$ cat config.mk
export PLATFORM = sky130hd
export DESIGN_NAME = rcsr_framer
export DESIGN_NICKNAME = d
export VERILOG_FILES = /design/src/rtl/rcsr_pkg.sv /design/src/rtl/rcsr_csum.sv /design/src/rtl/rcsr_fifo.sv /design/src/rtl/rcsr_framer.sv
export SDC_FILE = /design/constraint.sdc
export NUM_CORES = 1
export LEC_CHECK = 0
export ABC_AREA = 1
export BUFFER_PORTS_ARGS = -buffer_cell sky130_fd_sc_hd__buf_2
export CORE_UTILIZATION = 35
export DETAILED_ROUTE_END_ITERATION = 6
export GPL_TIMING_DRIVEN = 0
export PLACE_DENSITY = 0.64
export RECOVER_POWER = 50
export SETUP_SLACK_MARGIN = 0.2
export SLEW_MARGIN = 20
export SYNTH_ARGS = -nofsm -noshare
export SYNTH_HDL_FRONTEND = slang
export SYNTH_HIERARCHICAL = 1
export SYNTH_SLANG_ARGS = --single-unit
$ cat constraint.sdc
create_clock -name clk -period 15.1 [get_ports clk]
set_clock_uncertainty 0.2 [all_clocks]
set_input_delay 3.02 -clock clk [delete_from_list [all_inputs] [get_ports clk]]
set_output_delay 3.02 -clock clk [all_outputs]
set_load 0.02 [all_outputs]
$ cat src/rtl/rcsr_pkg.sv
package rcsr_pkg;

    // ************************************************************
    // frame layout
    // ************************************************************
    localparam logic [7:0]  START_DELIM      = 8'h7E;
    localparam logic [7:0]  TYPE_REMOTE_CMD  = 8'h17;
    localparam logic [7:0]  TYPE_SRC_ROUTE   = 8'h21;
    localparam logic [7:0]  CSUM_GOOD        = 8'hFF;
    localparam logic [15:0] OFS_TYPE         = 16'h0003;
    localparam logic [15:0] OFS_TAG          = 16'h0004;
    localparam logic [15:0] OFS_DST64_FIRST  = 16'h0005;
    localparam logic [15:0] OFS_DST64_LAST   = 16'h000C;
    localparam logic [15:0] OFS_DST16_MSB    = 16'h000D;
    localparam logic [15:0] OFS_DST16_LSB    = 16'h000E;
    localparam logic [15:0] OFS_OPTIONS      = 16'h000F;
    localparam logic [15:0] OFS_CMD_HI       = 16'h0010;
    localparam logic [15:0] OFS_CMD_LO       = 16'h0011;
    localparam logic [15:0] OFS_PARAM        = 16'h0012;
    localparam logic [15:0] OFS_HOPS         = 16'h0010;
    localparam logic [15:0] OFS_HOP_FIRST    = 16'h0011;

    // ************************************************************
    // option bits and limits
    // ************************************************************
    localparam int          OPT_NO_ACK_BIT   = 0;
    localparam int          OPT_APPLY_BIT    = 1;
    localparam int          OPT_EXT_TO_BIT   = 6;
    localparam logic [7:0]  HOP_TABLE_MAX    = 8'd40;
    localparam logic [15:0] UNKNOWN_NET_ADDR = 16'hFFFE;
    localparam int          PARAM_MAX        = 8;
    localparam int          FIFO_WIDTH       = 8;
    localparam int          FIFO_DEPTH       = 16;

    // ************************************************************
    // parser states
    // ************************************************************
    typedef enum logic [4:0] {
        ST_IDLE  = 5'b00001,
        ST_LEN   = 5'b00010,
        ST_BODY  = 5'b00100,
        ST_CSUM  = 5'b01000,
        ST_DONE  = 5'b10000
    } rcsr_state_t;

endpackage

$ cat src/rtl/rcsr_csum.sv
`timescale 1ns/10ps
`default_nettype none
module rcsr_csum
    import rcsr_pkg::*;
(
    input  wire logic       clk,
    input  wire logic       rst_n,
    input  wire logic       clear,
    input  wire logic       add,
    input  wire logic [7:0] data,
    output var  logic [7:0] sum,
    output var  logic       good
);
    // running 8-bit sum; wraps by design
    always_ff @(posedge clk or negedge rst_n) begin
        if (!rst_n) begin
            sum <= 8'h00;
        end else if (clear) begin
            sum <= 8'h00;
        end else if (add) begin
            sum <= sum + data;
        end
    end

    // sum including the checksum byte must come to all ones
    assign good = (sum == CSUM_GOOD);
endmodule // rcsr_csum
`default_nettype wire

$ cat src/rtl/rcsr_fifo.sv
`timescale 1ns/10ps
`default_nettype none
module rcsr_fifo #(
    parameter int WIDTH = 8,
    parameter int DEPTH = 16
) (
    input  wire logic             clk,
    input  wire logic             rst_n,
    input  wire logic [WIDTH-1:0] in_data,
    input  wire logic             in_valid,
    output var  logic             in_ready,
    output var  logic [WIDTH-1:0] out_data,
    output var  logic             out_valid,
    input  wire logic             out_ready
);
    localparam int AW = $clog2(DEPTH);

    logic [WIDTH-1:0] mem [DEPTH];
    logic [AW:0]      wr_ptr;
    logic [AW:0]      rd_ptr;
    logic             push;
    logic             pop;

    // empty when the pointers match
    assign out_valid = wr_ptr != rd_ptr;
    assign out_data  = mem[rd_ptr[AW-1:0]];
    assign push      = in_valid && in_ready;
    assign pop       = out_valid && out_ready;

    // storage has no reset, only the pointers and in_ready do
    always_ff @(posedge clk) begin
        if (push) begin
            mem[wr_ptr[AW-1:0]] <= in_data;
        end
    end

    // pointers
    always_ff @(posedge clk or negedge rst_n) begin
        if (!rst_n) begin
            wr_ptr   <= '0;
            rd_ptr   <= '0;
            in_ready <= 1'b0;
        end else begin
            // room flag from the occupancy after this edge, so ready leaves a flop
            in_ready <= (AW+1)'(wr_ptr + push - rd_ptr - pop) != (AW+1)'(DEPTH);
            if (push) begin
                wr_ptr <= wr_ptr + 1'b1;
            end
            if (pop) begin
                rd_ptr <= rd_ptr + 1'b1;
            end
        end
    end

    chk_fifo_no_overflow: assert property (@(posedge clk) disable iff (!rst_n)
        (AW+1)'(wr_ptr - rd_ptr) <= (AW+1)'(DEPTH)) else $error("fifo holds more than its depth");
endmodule // rcsr_fifo
`default_nettype wire

$ cat src/rtl/rcsr_framer.sv
// How it works
// RULE1 - the host puts the known short address or 0xFFFE in the destination network address.
// RULE2 - option bit 0x01 suppresses the acknowledgement for that remote request.
// RULE3 - option bit 0x02 applies the setting at once, otherwise it waits for an apply command.
// RULE4 - option bit 0x40 selects the extended transmission timeout for the destination.
// RULE5 - the host drives all unsupported option bits to zero.
// RULE6 - parameter bytes after the command name mean a write, none mean a query.
// RULE7 - the checksum is 0xFF minus the low byte of the sum of bytes from offset 3 to before it.
// RULE8 - the two-byte length, high byte first, counts bytes between length and checksum.
// RULE9 - a frame of type 0x21 stores a source route to the destination.
// RULE10 - the host places zero in the request tag of a source route frame.
// RULE11 - the host supplies both destination addresses, taken from a route record indication.
// RULE12 - offsets 5 to 12 carry the 64-bit destination address, high byte first.
// RULE13 - a nonzero request tag asks for a correlated response, a zero tag for none.
// RULE14 - a source route frame with zero hops or more than forty is dropped silently.
// RULE15 - the host lists hops from the destination's neighbour toward the source.
// RULE16 - every frame starts with 0x7E, then length, type, fields and checksum.
// RULE17 - a frame with a bad checksum is discarded without effect.
`timescale 1ns/10ps
`default_nettype none
module rcsr_framer
    import rcsr_pkg::*;
(
    input  wire logic        clk,
    input  wire logic        rst_n,
    input  wire logic [7:0]  rx_data,
    input  wire logic        rx_valid,
    output logic             rx_ready,
    output logic             cmd_valid,
    input  wire logic        cmd_ready,
    output logic [63:0]      cmd_dst64,
    output logic [15:0]      cmd_dst16,
    output logic [15:0]      cmd_name,
    output logic [63:0]      cmd_param,
    output logic [3:0]       cmd_param_len,
    output logic             cmd_is_write,
    output logic             cmd_apply_now,
    output logic             cmd_no_ack,
    output logic             cmd_ext_timeout,
    output logic             cmd_respond,
    output logic [7:0]       cmd_tag,
    output logic             route_valid,
    output logic [63:0]      route_dst64,
    output logic [15:0]      route_dst16,
    output logic [7:0]       route_hops,
    output logic             route_dropped,
    output logic             csum_error
);
    // ************************************************************
    // reset release and input buffer
    // ************************************************************
    logic        rst_meta;
    logic        rst_sync_n;
    logic [7:0]  byte_d;
    logic        byte_v;
    logic        byte_take;

    // two-stage release so every flop leaves reset on the same edge
    always_ff @(posedge clk or negedge rst_n) begin
        if (!rst_n) begin
            rst_meta   <= 1'b0;
            rst_sync_n <= 1'b0;
        end else begin
            rst_meta   <= 1'b1;
            rst_sync_n <= rst_meta;
        end
    end

    // the fifo absorbs bursts while a finished command waits for its sink
    rcsr_fifo #(
        .WIDTH (FIFO_WIDTH),
        .DEPTH (FIFO_DEPTH)
    ) u_fifo (
        .clk       (clk),
        .rst_n     (rst_sync_n),
        .in_data   (rx_data),
        .in_valid  (rx_valid),
        .in_ready  (rx_ready),
        .out_data  (byte_d),
        .out_valid (byte_v),
        .out_ready (byte_take)
    );

    // ************************************************************
    // parser
    // ************************************************************
    rcsr_state_t state;
    logic [15:0] ofs;
    logic [15:0] len;
    logic [15:0] body_left;
    logic [7:0]  ftype;
    logic [7:0]  sum;
    logic        sum_good;
    logic        csum_clear;
    logic        csum_add;
    logic [7:0]  opts;
    logic [63:0] dst64;
    logic [15:0] dst16;
    logic [15:0] name;
    logic [63:0] param;
    logic [3:0]  plen;
    logic [7:0]  tag;
    logic [7:0]  hops;
    logic        accept;

    // hold bytes while a result waits for the command sink
    assign byte_take = byte_v && (state != ST_DONE);
    assign accept    = byte_take;
    assign csum_clear = accept && (state == ST_IDLE);
    assign csum_add   = accept && ((state == ST_BODY) || (state == ST_CSUM)); // RULE7

    rcsr_csum u_csum (
        .clk   (clk),
        .rst_n (rst_sync_n),
        .clear (csum_clear),
        .add   (csum_add),
        .data  (byte_d),
        .sum   (sum),
        .good  (sum_good)
    );

    function automatic logic [63:0] shift_in(input logic [63:0] v, input logic [7:0] b);
        return {v[55:0], b};
    endfunction

    // frame walk: delimiter, length, body, checksum
    always_ff @(posedge clk or negedge rst_sync_n) begin
        if (!rst_sync_n) begin
            state     <= ST_IDLE;
            ofs       <= 16'h0000;
            len       <= 16'h0000;
            body_left <= 16'h0000;
        end else begin
            case (state)
                ST_IDLE: begin
                    if (accept && byte_d == START_DELIM) begin // RULE16
                        state <= ST_LEN;
                        ofs   <= 16'h0001;
                    end
                end
                ST_LEN: begin
                    if (accept) begin
                        len <= {len[7:0], byte_d}; // RULE8
                        ofs <= ofs + 16'h0001;
                        if (ofs == 16'h0002) begin
                            body_left <= {len[7:0], byte_d};
                            state     <= ({len[7:0], byte_d} == 16'h0000) ? ST_CSUM : ST_BODY;
                        end
                    end
                end
                ST_BODY: begin
                    if (accept) begin
                        ofs       <= ofs + 16'h0001;
                        body_left <= body_left - 16'h0001;
                        if (body_left == 16'h0001) begin
                            state <= ST_CSUM;
                        end
                    end
                end
                ST_CSUM: begin
                    if (accept) begin
                        state <= ST_DONE;
                    end
                end
                ST_DONE: begin
                    if (!cmd_valid || cmd_ready) begin
                        state <= ST_IDLE;
                    end
                end
                default: begin
                    state <= ST_IDLE;
                end
            endcase
        end
    end

    // field capture by offset
    always_ff @(posedge clk or negedge rst_sync_n) begin
        if (!rst_sync_n) begin
            ftype <= 8'h00;
            tag   <= 8'h00;
            dst64 <= 64'h0000_0000_0000_0000;
            dst16 <= 16'h0000;
            opts  <= 8'h00;
            name  <= 16'h0000;
            param <= 64'h0000_0000_0000_0000;
            plen  <= 4'h0;
            hops  <= 8'h00;
        end else if (accept && state == ST_LEN && ofs == 16'h0001) begin
            // a short frame must not act on the type and flags of the last one
            ftype <= 8'h00;
            tag   <= 8'h00;
            opts  <= 8'h00;
            hops  <= 8'h00;
            plen  <= 4'h0;
            param <= 64'h0000_0000_0000_0000;
        end else if (accept && state == ST_BODY) begin
            if (ofs == OFS_TYPE) begin
                ftype <= byte_d;
            end
            if (ofs == OFS_TAG) begin
                tag <= byte_d;
            end
            if (ofs >= OFS_DST64_FIRST && ofs <= OFS_DST64_LAST) begin
                dst64 <= shift_in(dst64, byte_d); // RULE12
            end
            if (ofs == OFS_DST16_MSB || ofs == OFS_DST16_LSB) begin
                dst16 <= {dst16[7:0], byte_d};
            end
            if (ofs == OFS_OPTIONS) begin
                opts <= byte_d;
            end
            if (ftype == TYPE_REMOTE_CMD && (ofs == OFS_CMD_HI || ofs == OFS_CMD_LO)) begin
                name <= {name[7:0], byte_d};
            end
            if (ftype == TYPE_SRC_ROUTE && ofs == OFS_HOPS) begin
                hops <= byte_d;
            end
            if (ftype == TYPE_REMOTE_CMD && ofs >= OFS_PARAM && plen < 4'(PARAM_MAX)) begin
                param <= shift_in(param, byte_d); // RULE6
                plen  <= plen + 4'h1;
            end
        end
    end

    // ************************************************************
    // results
    // ************************************************************
    logic frame_end;
    logic hop_ok;
    assign frame_end = accept && (state == ST_CSUM);
    assign hop_ok    = (hops != 8'h00) && (hops <= HOP_TABLE_MAX);

    // remote command out, held until the sink takes it
    always_ff @(posedge clk or negedge rst_sync_n) begin
        if (!rst_sync_n) begin
            cmd_valid       <= 1'b0;
            cmd_dst64       <= 64'h0000_0000_0000_0000;
            cmd_dst16       <= 16'h0000;
            cmd_name        <= 16'h0000;
            cmd_param       <= 64'h0000_0000_0000_0000;
            cmd_param_len   <= 4'h0;
            cmd_is_write    <= 1'b0;
            cmd_apply_now   <= 1'b0;
            cmd_no_ack      <= 1'b0;
            cmd_ext_timeout <= 1'b0;
            cmd_respond     <= 1'b0;
            cmd_tag         <= 8'h00;
        end else if (frame_end && (sum + byte_d == CSUM_GOOD) && ftype == TYPE_REMOTE_CMD) begin // RULE17
            cmd_valid       <= 1'b1;
            cmd_dst64       <= dst64;
            cmd_dst16       <= dst16;
            cmd_name        <= name;
            cmd_param       <= param;
            cmd_param_len   <= plen;
            cmd_is_write    <= (plen != 4'h0); // RULE6
            cmd_apply_now   <= opts[OPT_APPLY_BIT]; // RULE3
            cmd_no_ack      <= opts[OPT_NO_ACK_BIT]; // RULE2
            cmd_ext_timeout <= opts[OPT_EXT_TO_BIT]; // RULE4
            cmd_respond     <= (tag != 8'h00) && !opts[OPT_NO_ACK_BIT]; // RULE13
            cmd_tag         <= tag;
        end else if (cmd_ready) begin
            cmd_valid <= 1'b0;
        end
    end

    // source route store and one-cycle status pulses
    always_ff @(posedge clk or negedge rst_sync_n) begin
        if (!rst_sync_n) begin
            route_valid   <= 1'b0;
            route_dst64   <= 64'h0000_0000_0000_0000;
            route_dst16   <= 16'h0000;
            route_hops    <= 8'h00;
            route_dropped <= 1'b0;
            csum_error    <= 1'b0;
        end else begin
            route_valid   <= 1'b0;
            route_dropped <= 1'b0;
            csum_error    <= frame_end && (sum + byte_d != CSUM_GOOD); // RULE17
            if (frame_end && (sum + byte_d == CSUM_GOOD) && ftype == TYPE_SRC_ROUTE) begin
                if (hop_ok) begin // RULE14
                    route_valid <= 1'b1; // RULE9
                    route_dst64 <= dst64;
                    route_dst16 <= dst16;
                    route_hops  <= hops;
                end else begin
                    route_dropped <= 1'b1;
                end
            end
        end
    end

    // ************************************************************
    // checks
    // ************************************************************
    chk_bad_sum_no_cmd: assert property (@(posedge clk) disable iff (!rst_sync_n)
        (frame_end && (sum + byte_d != CSUM_GOOD) && !cmd_valid) |=> !cmd_valid) // RULE17
        else $error("command issued from bad checksum");
    chk_write_has_param: assert property (@(posedge clk) disable iff (!rst_sync_n)
        cmd_valid |-> (cmd_is_write == (cmd_param_len != 4'h0))) // RULE6
        else $error("write flag disagrees with parameter count");
    chk_noack_no_resp: assert property (@(posedge clk) disable iff (!rst_sync_n)
        (cmd_valid && cmd_no_ack) |-> !cmd_respond) // RULE2
        else $error("response asked despite ack suppression");
    chk_zero_tag_silent: assert property (@(posedge clk) disable iff (!rst_sync_n)
        (cmd_valid && cmd_tag == 8'h00) |-> !cmd_respond) // RULE13
        else $error("response for zero tag");
    chk_route_hop_range: assert property (@(posedge clk) disable iff (!rst_sync_n)
        route_valid |-> (route_hops != 8'h00 && route_hops <= HOP_TABLE_MAX)) // RULE14
        else $error("route stored with illegal hop count");
    chk_route_after_sum: assert property (@(posedge clk) disable iff (!rst_sync_n)
        route_valid |-> $past(frame_end) && !csum_error) // RULE9
        else $error("route stored outside a frame end");
    chk_len_walk: assert property (@(posedge clk) disable iff (!rst_sync_n)
        (state == ST_BODY && accept && body_left == 16'h0001) |=> state == ST_CSUM) // RULE8
        else $error("body length not honoured");
    chk_delim_start: assert property (@(posedge clk) disable iff (!rst_sync_n)
        (state == ST_IDLE && accept) |=> ((state == ST_LEN) == ($past(byte_d) == START_DELIM))) // RULE16
        else $error("frame opened without delimiter");
    chk_sum_result: assert property (@(posedge clk) disable iff (!rst_sync_n)
        frame_end |=> (sum_good == !csum_error)) // RULE7
        else $error("checksum accumulator disagrees with error pulse");
    chk_opts_apply: assert property (@(posedge clk) disable iff (!rst_sync_n)
        $rose(cmd_valid) |-> cmd_apply_now == $past(opts[OPT_APPLY_BIT]) // RULE3
        && cmd_ext_timeout == $past(opts[OPT_EXT_TO_BIT])) // RULE4
        else $error("option bits not carried");

    cov_remote_write: cover property (@(posedge clk) disable iff (!rst_sync_n)
        cmd_valid && cmd_is_write);
    cov_remote_query: cover property (@(posedge clk) disable iff (!rst_sync_n)
        cmd_valid && !cmd_is_write);
    cov_route_stored: cover property (@(posedge clk) disable iff (!rst_sync_n) route_valid);
    cov_route_dropped: cover property (@(posedge clk) disable iff (!rst_sync_n) route_dropped);
    cov_sum_error: cover property (@(posedge clk) disable iff (!rst_sync_n) csum_error);
endmodule // rcsr_framer
`default_nettype wire

## Word level (Yosys, flattened, before mapping)

Memory sizes are Yosys's and may differ from the RTL's.
Cells that the tools add are included.

| storage, ports and cells | value |
|---|---|
| input port bits | 12 |
| register bits | 530 |
| memories | 1 |
| logic and storage cells | 183 |
| memory bits (writable) | 128 |

Memories:

| name | depth | width | read ports | clocked after Yosys merged registers in | wr ports | line | source |
|---|---|---|---|---|---|---|---|
| u_fifo.mem | 16 | 8 | 1 | 0 | 1 | rcsr_fifo.sv:18 | `logic [WIDTH-1:0] mem [DEPTH];` |

| cells by class | value |
|---|---|
| reductions and logical operators | 55 |
| mux-type cells | 44 |
| add/sub/neg operators | 9 |
| eq/ne operators | 31 |
| bitwise gates (word level) | 1 |
| order comparisons | 5 |

Operator list:

| operator | number |
|---|---|
| two-way mux 64 bit | 3 |
| two-way mux 8 bit | 11 |
| two-way mux 16 bit | 5 |
| one-hot mux 16 bit (2 select lines) | 2 |
| == test 16 x 4 -> 1 bit, second input constant | 3 |
| two-way mux 5 bit | 7 |
| == test 16 x 1 -> 1 bit, second input constant | 2 |
| == test 16 x 2 -> 1 bit, second input constant | 2 |
| == test 16 x 5 -> 1 bit, second input constant | 2 |
| one-hot mux 5 bit (5 select lines) | 1 |
| logical AND 1 bit | 21 |
| two-way mux 7 bit | 3 |
| nonzero test 2 bit | 10 |
| adder 16 x 1 -> 16 bit, second input constant | 1 |
| == test 16 x 3 -> 1 bit, second input constant | 1 |
| greater-or-equal comparator 16 x 3 -> 1 bit, second input constant | 1 |
| greater-or-equal comparator 16 x 5 -> 1 bit, second input constant | 1 |
| less-or-equal comparator 16 x 4 -> 1 bit, second input constant | 1 |
| zero test 16 bit | 1 |
| two-way mux 4 bit | 4 |
| nonzero test 8 bit | 2 |
| subtractor 16 x 1 -> 16 bit, second input constant | 1 |
| AND reduction 2 bit | 7 |
| != test 2 bit, second input constant | 6 |
| 30 further kinds | 47 |

## Longest topological paths before layout

| depth | value |
|---|---|
| word-level depth | 6 |
| mapped depth | 27 |
| depth with buffers taken out | 24 |

## Modules after synthesis

The synthesis kept the hierarchy.

Modules (own cells, without submodules):

| module | area each (um2) | cells each | times used |
|---|---|---|---|
| rcsr_framer | 21038.9 | 2396 | 1 |
| rcsr_fifo | 6490.0 | 674 | 1 |
| rcsr_csum | 610.6 | 81 | 1 |

## Worst setup path before layout

No wires, ideal clock.

| path | value |
|---|---|
| path kind | input to register |
| from | input port rx_valid |
| to | register u_fifo.in_ready |
| data required time | 14773 ps |
| slack | 10433 ps |
| data arrival time | 4340 ps |
| stages | 8 |
| cells stage by stage | nand2_1 > inv_1 > ha_1 > ha_1 > fa_1 > xor2_1 > nor3_1 > nand3_1 |

| on the way | value |
|---|---|
| longest elaborated chain between the ends | 5 |

RTL lines:

| item | line | source |
|---|---|---|
| from (decl) | rcsr_framer.sv:27 | `input wire logic rx_valid,` |
| logical AND 1 bit | rcsr_fifo.sv:27 | `assign push = in_valid && in_ready;` |
| named net u_fifo.push | rcsr_fifo.sv:21 | `logic push;` |
| adder 5 x 1 -> 5 bit | rcsr_fifo.sv:45 | `in_ready <= (AW+1)'(wr_ptr + push - rd_ptr - pop) != (AW+1)'(DEPTH);` |
| subtractor 5 bit | rcsr_fifo.sv:45 |  |
| subtractor 5 x 1 -> 5 bit | rcsr_fifo.sv:45 |  |
| != test 5 bit | rcsr_fifo.sv:45 |  |
| to (signal assigned) | rcsr_fifo.sv:45 |  |
| to (decl) | rcsr_fifo.sv:11 | `output var logic in_ready,` |

The timed path passes the listed nets, and every way through them passes these cells.
A chain may end at the register's enable or synchronous reset.

==> run_results.csv <==
group,metric,value,unit
worst_setup_path,cp-end-kind,"async pin",
power_and_ir_drop,internal_power,3.65,mW
worst_setup_path,crit_type,"reg -> async",
worst_hold_path,hold_start,"rst_meta",
sta,tightest_slew,3.02,ns
run_status,violations,"capacitance limit, slew limit",
floorplanning,dieArea,81500,µm²
floorplanning,die_y,285,µm
logic_synthesis,syn_inst,3148,
grt,gr-max-usage-layer,"met2",
worst_hold_path,whs_path_depth,0,
floorplanning,rows,103,
sta,period_minus_slack,8.22,ns
clock_tree,cts-htree-levels,3,
worst_hold_path,hp-class,"reg -> reg",
finish,nNetsFinal,3565,
power_and_ir_drop,total_leakage_power,17.7,nW
worst_hold_path,min_delay_worst_endpoint,"rst_sync_n",
finish,fin_util,42.1,%
drt,vias_per_cell,4.83,
worst_setup_path,r2r-end,"route_dst64[51]",
finish,antennaDiodeCount,0,
worst_setup_path,cp.arrival,8.08,ns
drt,drc,0,
grt,grt_util_met3,3.37,%
drt,drt-total-wl,79300,µm
worst_setup_path,start_kind,"register",
place,hpwl,57400,µm
grt,met1_usage,26.2,%
sta,min_period_over_period,54.4,%
clock_tree,clock_sinks,654,
worst_setup_path,crit_fanout,56,
grt,grt_pass1_wl,124000,µm
drt,ant_nets,0,
finish,fin_area,33300,µm²
finish,layout-drive-gt1-share,13.4,%
logic_synthesis,synth_nets,3200,
power_and_ir_drop,power_frac_comb,28.8,%
finish,area.sequential,17000,µm²
floorplanning,start_util,35.5,%
drt,dr.pass1.iters,6,
sta,setup_viol,0,
power_and_ir_drop,finalPower,5.78,mW
finish,multi_input_area,9040,µm²
clock_tree,hold_buffers,0,
place,portBuffers,281,
clock_tree,path_clk_slew,0.06,ns
floorplanning,core,79300,µm²
place,place_congestion,0.895,
grt,grt_max_degree,57,
power_and_ir_drop,power_switching,2.13,mW
power_and_ir_drop,power.share.sequential,39.2,%
clock_tree,postCtsSetupBuffers,0,
sta,max_freq,122,MHz
grt,antenna_found_initial,3,
power_and_ir_drop,ir_worst_vdd,0.0000912,V
worst_setup_path,worst_ep_required_time,14.97,ns
clock_tree,clock_latency,0.61,ns
power_and_ir_drop,clock_power_share,32.0,%
clock_tree,cts_buffer_depth,3,
power_and_ir_drop,power_density,173,nW/µm²
run,cap_violations,9,
grt,grt_pass1_vias,21500,
place,dpl_cell_area,31100,µm²
sta,maxSlewHeadroom,-101,%
floorplanning,dieWidth,285,µm
clock_tree,cts_tree,"built",
power_and_ir_drop,p_sw_share,36.9,%
grt,use_met2,31.5,%
sta,finalHoldViolations,0,
finish,fillers,7718,
worst_setup_path,r2r_slack,6.88,ns
drt,wl_per_cell,17.2,µm
drt,initialDrtViolationCount,1995,
floorplanning,boundaryPins,282,
run_status,outcome,"finished, violations left",
worst_setup_path,r2r.worst_path.cells,3,
clock_tree,cts-resized-gates,0,
sta,maxSlewViolCount,466,
sta,grt_setup_unrepaired,"false",
finish,area_delta_synth_final,18.6,%
clock_tree,cts_buffers,72,
grt,gr-usage-all-layers,19.4,%
grt,grt-ovfl-total,0,
logic_synthesis,syn_area,28100,µm²
worst_setup_path,r2r_start,"rst_sync_n",
logic_synthesis,yosysWarnings,6,
logic_synthesis,syn_area_per_cell,8.93,µm²
sta,tns,0,ns
clock_tree,cts_root_buf,"clkbuf_16",
drt,route.vias.total,22300,
## how the worst max path moves through the flow
| stage | from | endpoint | slack [ns] | cells past startpoint |
|---|---|---|---|---|
| 2_1_floorplan | rst_sync_n | body_left[0] | 6.34 | 0 |
| 6_report | rst_sync_n | route_dst64[51] | 6.88 | 3 |
| 4_1_cts | u_fifo/rd_ptr[1] | route_dst64[39] | 9.83 | 22 |
| 5_1_grt | rst_sync_n | route_dst64[49] | 5.30 | 3 |
| 3_5_place_dp | u_fifo/rd_ptr[1] | route_dst64[46] | 9.87 | 22 |
| 3_3_place_gp | rst_sync_n | route_hops[6] | 2.83 | 0 |
## power groups by stage
stage	clock [mW]	combinational (mW)	sequential, mW
floorplan	0	1.16	2.22
global placement	0	1.62	2.32
detailed placement	0	1.68	2.29
CTS	1.89	1.69	2.26
global route	1.96	1.89	2.29
finish	1.85	1.67	2.27
## registers in the layout, summed over array words and instances (netlist names), 64 cells and up
register	flops
param	64
u_fifo/mem	128
route_dst64	64
cmd_dst64	64
dst64	64
cmd_param	64
## worst max-delay path, stage by stage, from the launching register on
cell	delay [ns]
dfrtp_1	0.91
clkbuf_1	2.18
clkbuf_1	2.07
clkbuf_1	2.19
## through the flow
step                      instances  worst slack, ns  hold WS (ns)
after detailed placement       4489             9.87        0.0540
after floorplan                3148             6.34         0.131
after global placement         4479             2.83         0.136
after global routing           4615             5.30         0.157
final                          4615             6.88         0.152
after CTS                      4615             9.83        0.0602
## per-layer routing
| metal | up-vias | share of wire, % |
|---|---|---|
| met5 | - | 0.016 |
| met4 | 2 | 2.7 |
| met3 | 131 | 6.4 |
| met2 | 661 | 47 |
| met1 | 10700 | 43 |
| li1 | 10800 | - |
## cell usage in the layout (no fill, tap or decap), drive strengths merged, types with 103 or more instances in the layout
cell and count:
clkbuf 175, o21ai 164, nand3 155, inv 364
edfxtp 128, dfrtp 525, nand2 1218, nand4 103
buf 353, nor2 120
## area by class of cell
cell class,instances,share of cell area (%)
buffer,142,2.02
clock buffer,95,6.09
clock inverter,31,1.37
inverter,362,4.08
multi-input combinational,1990,27.1
sequential,654,51.0
tap,1050,3.94
timing repair buffer,291,4.36
No activity file was read; power rests on OpenSTA's default activity.
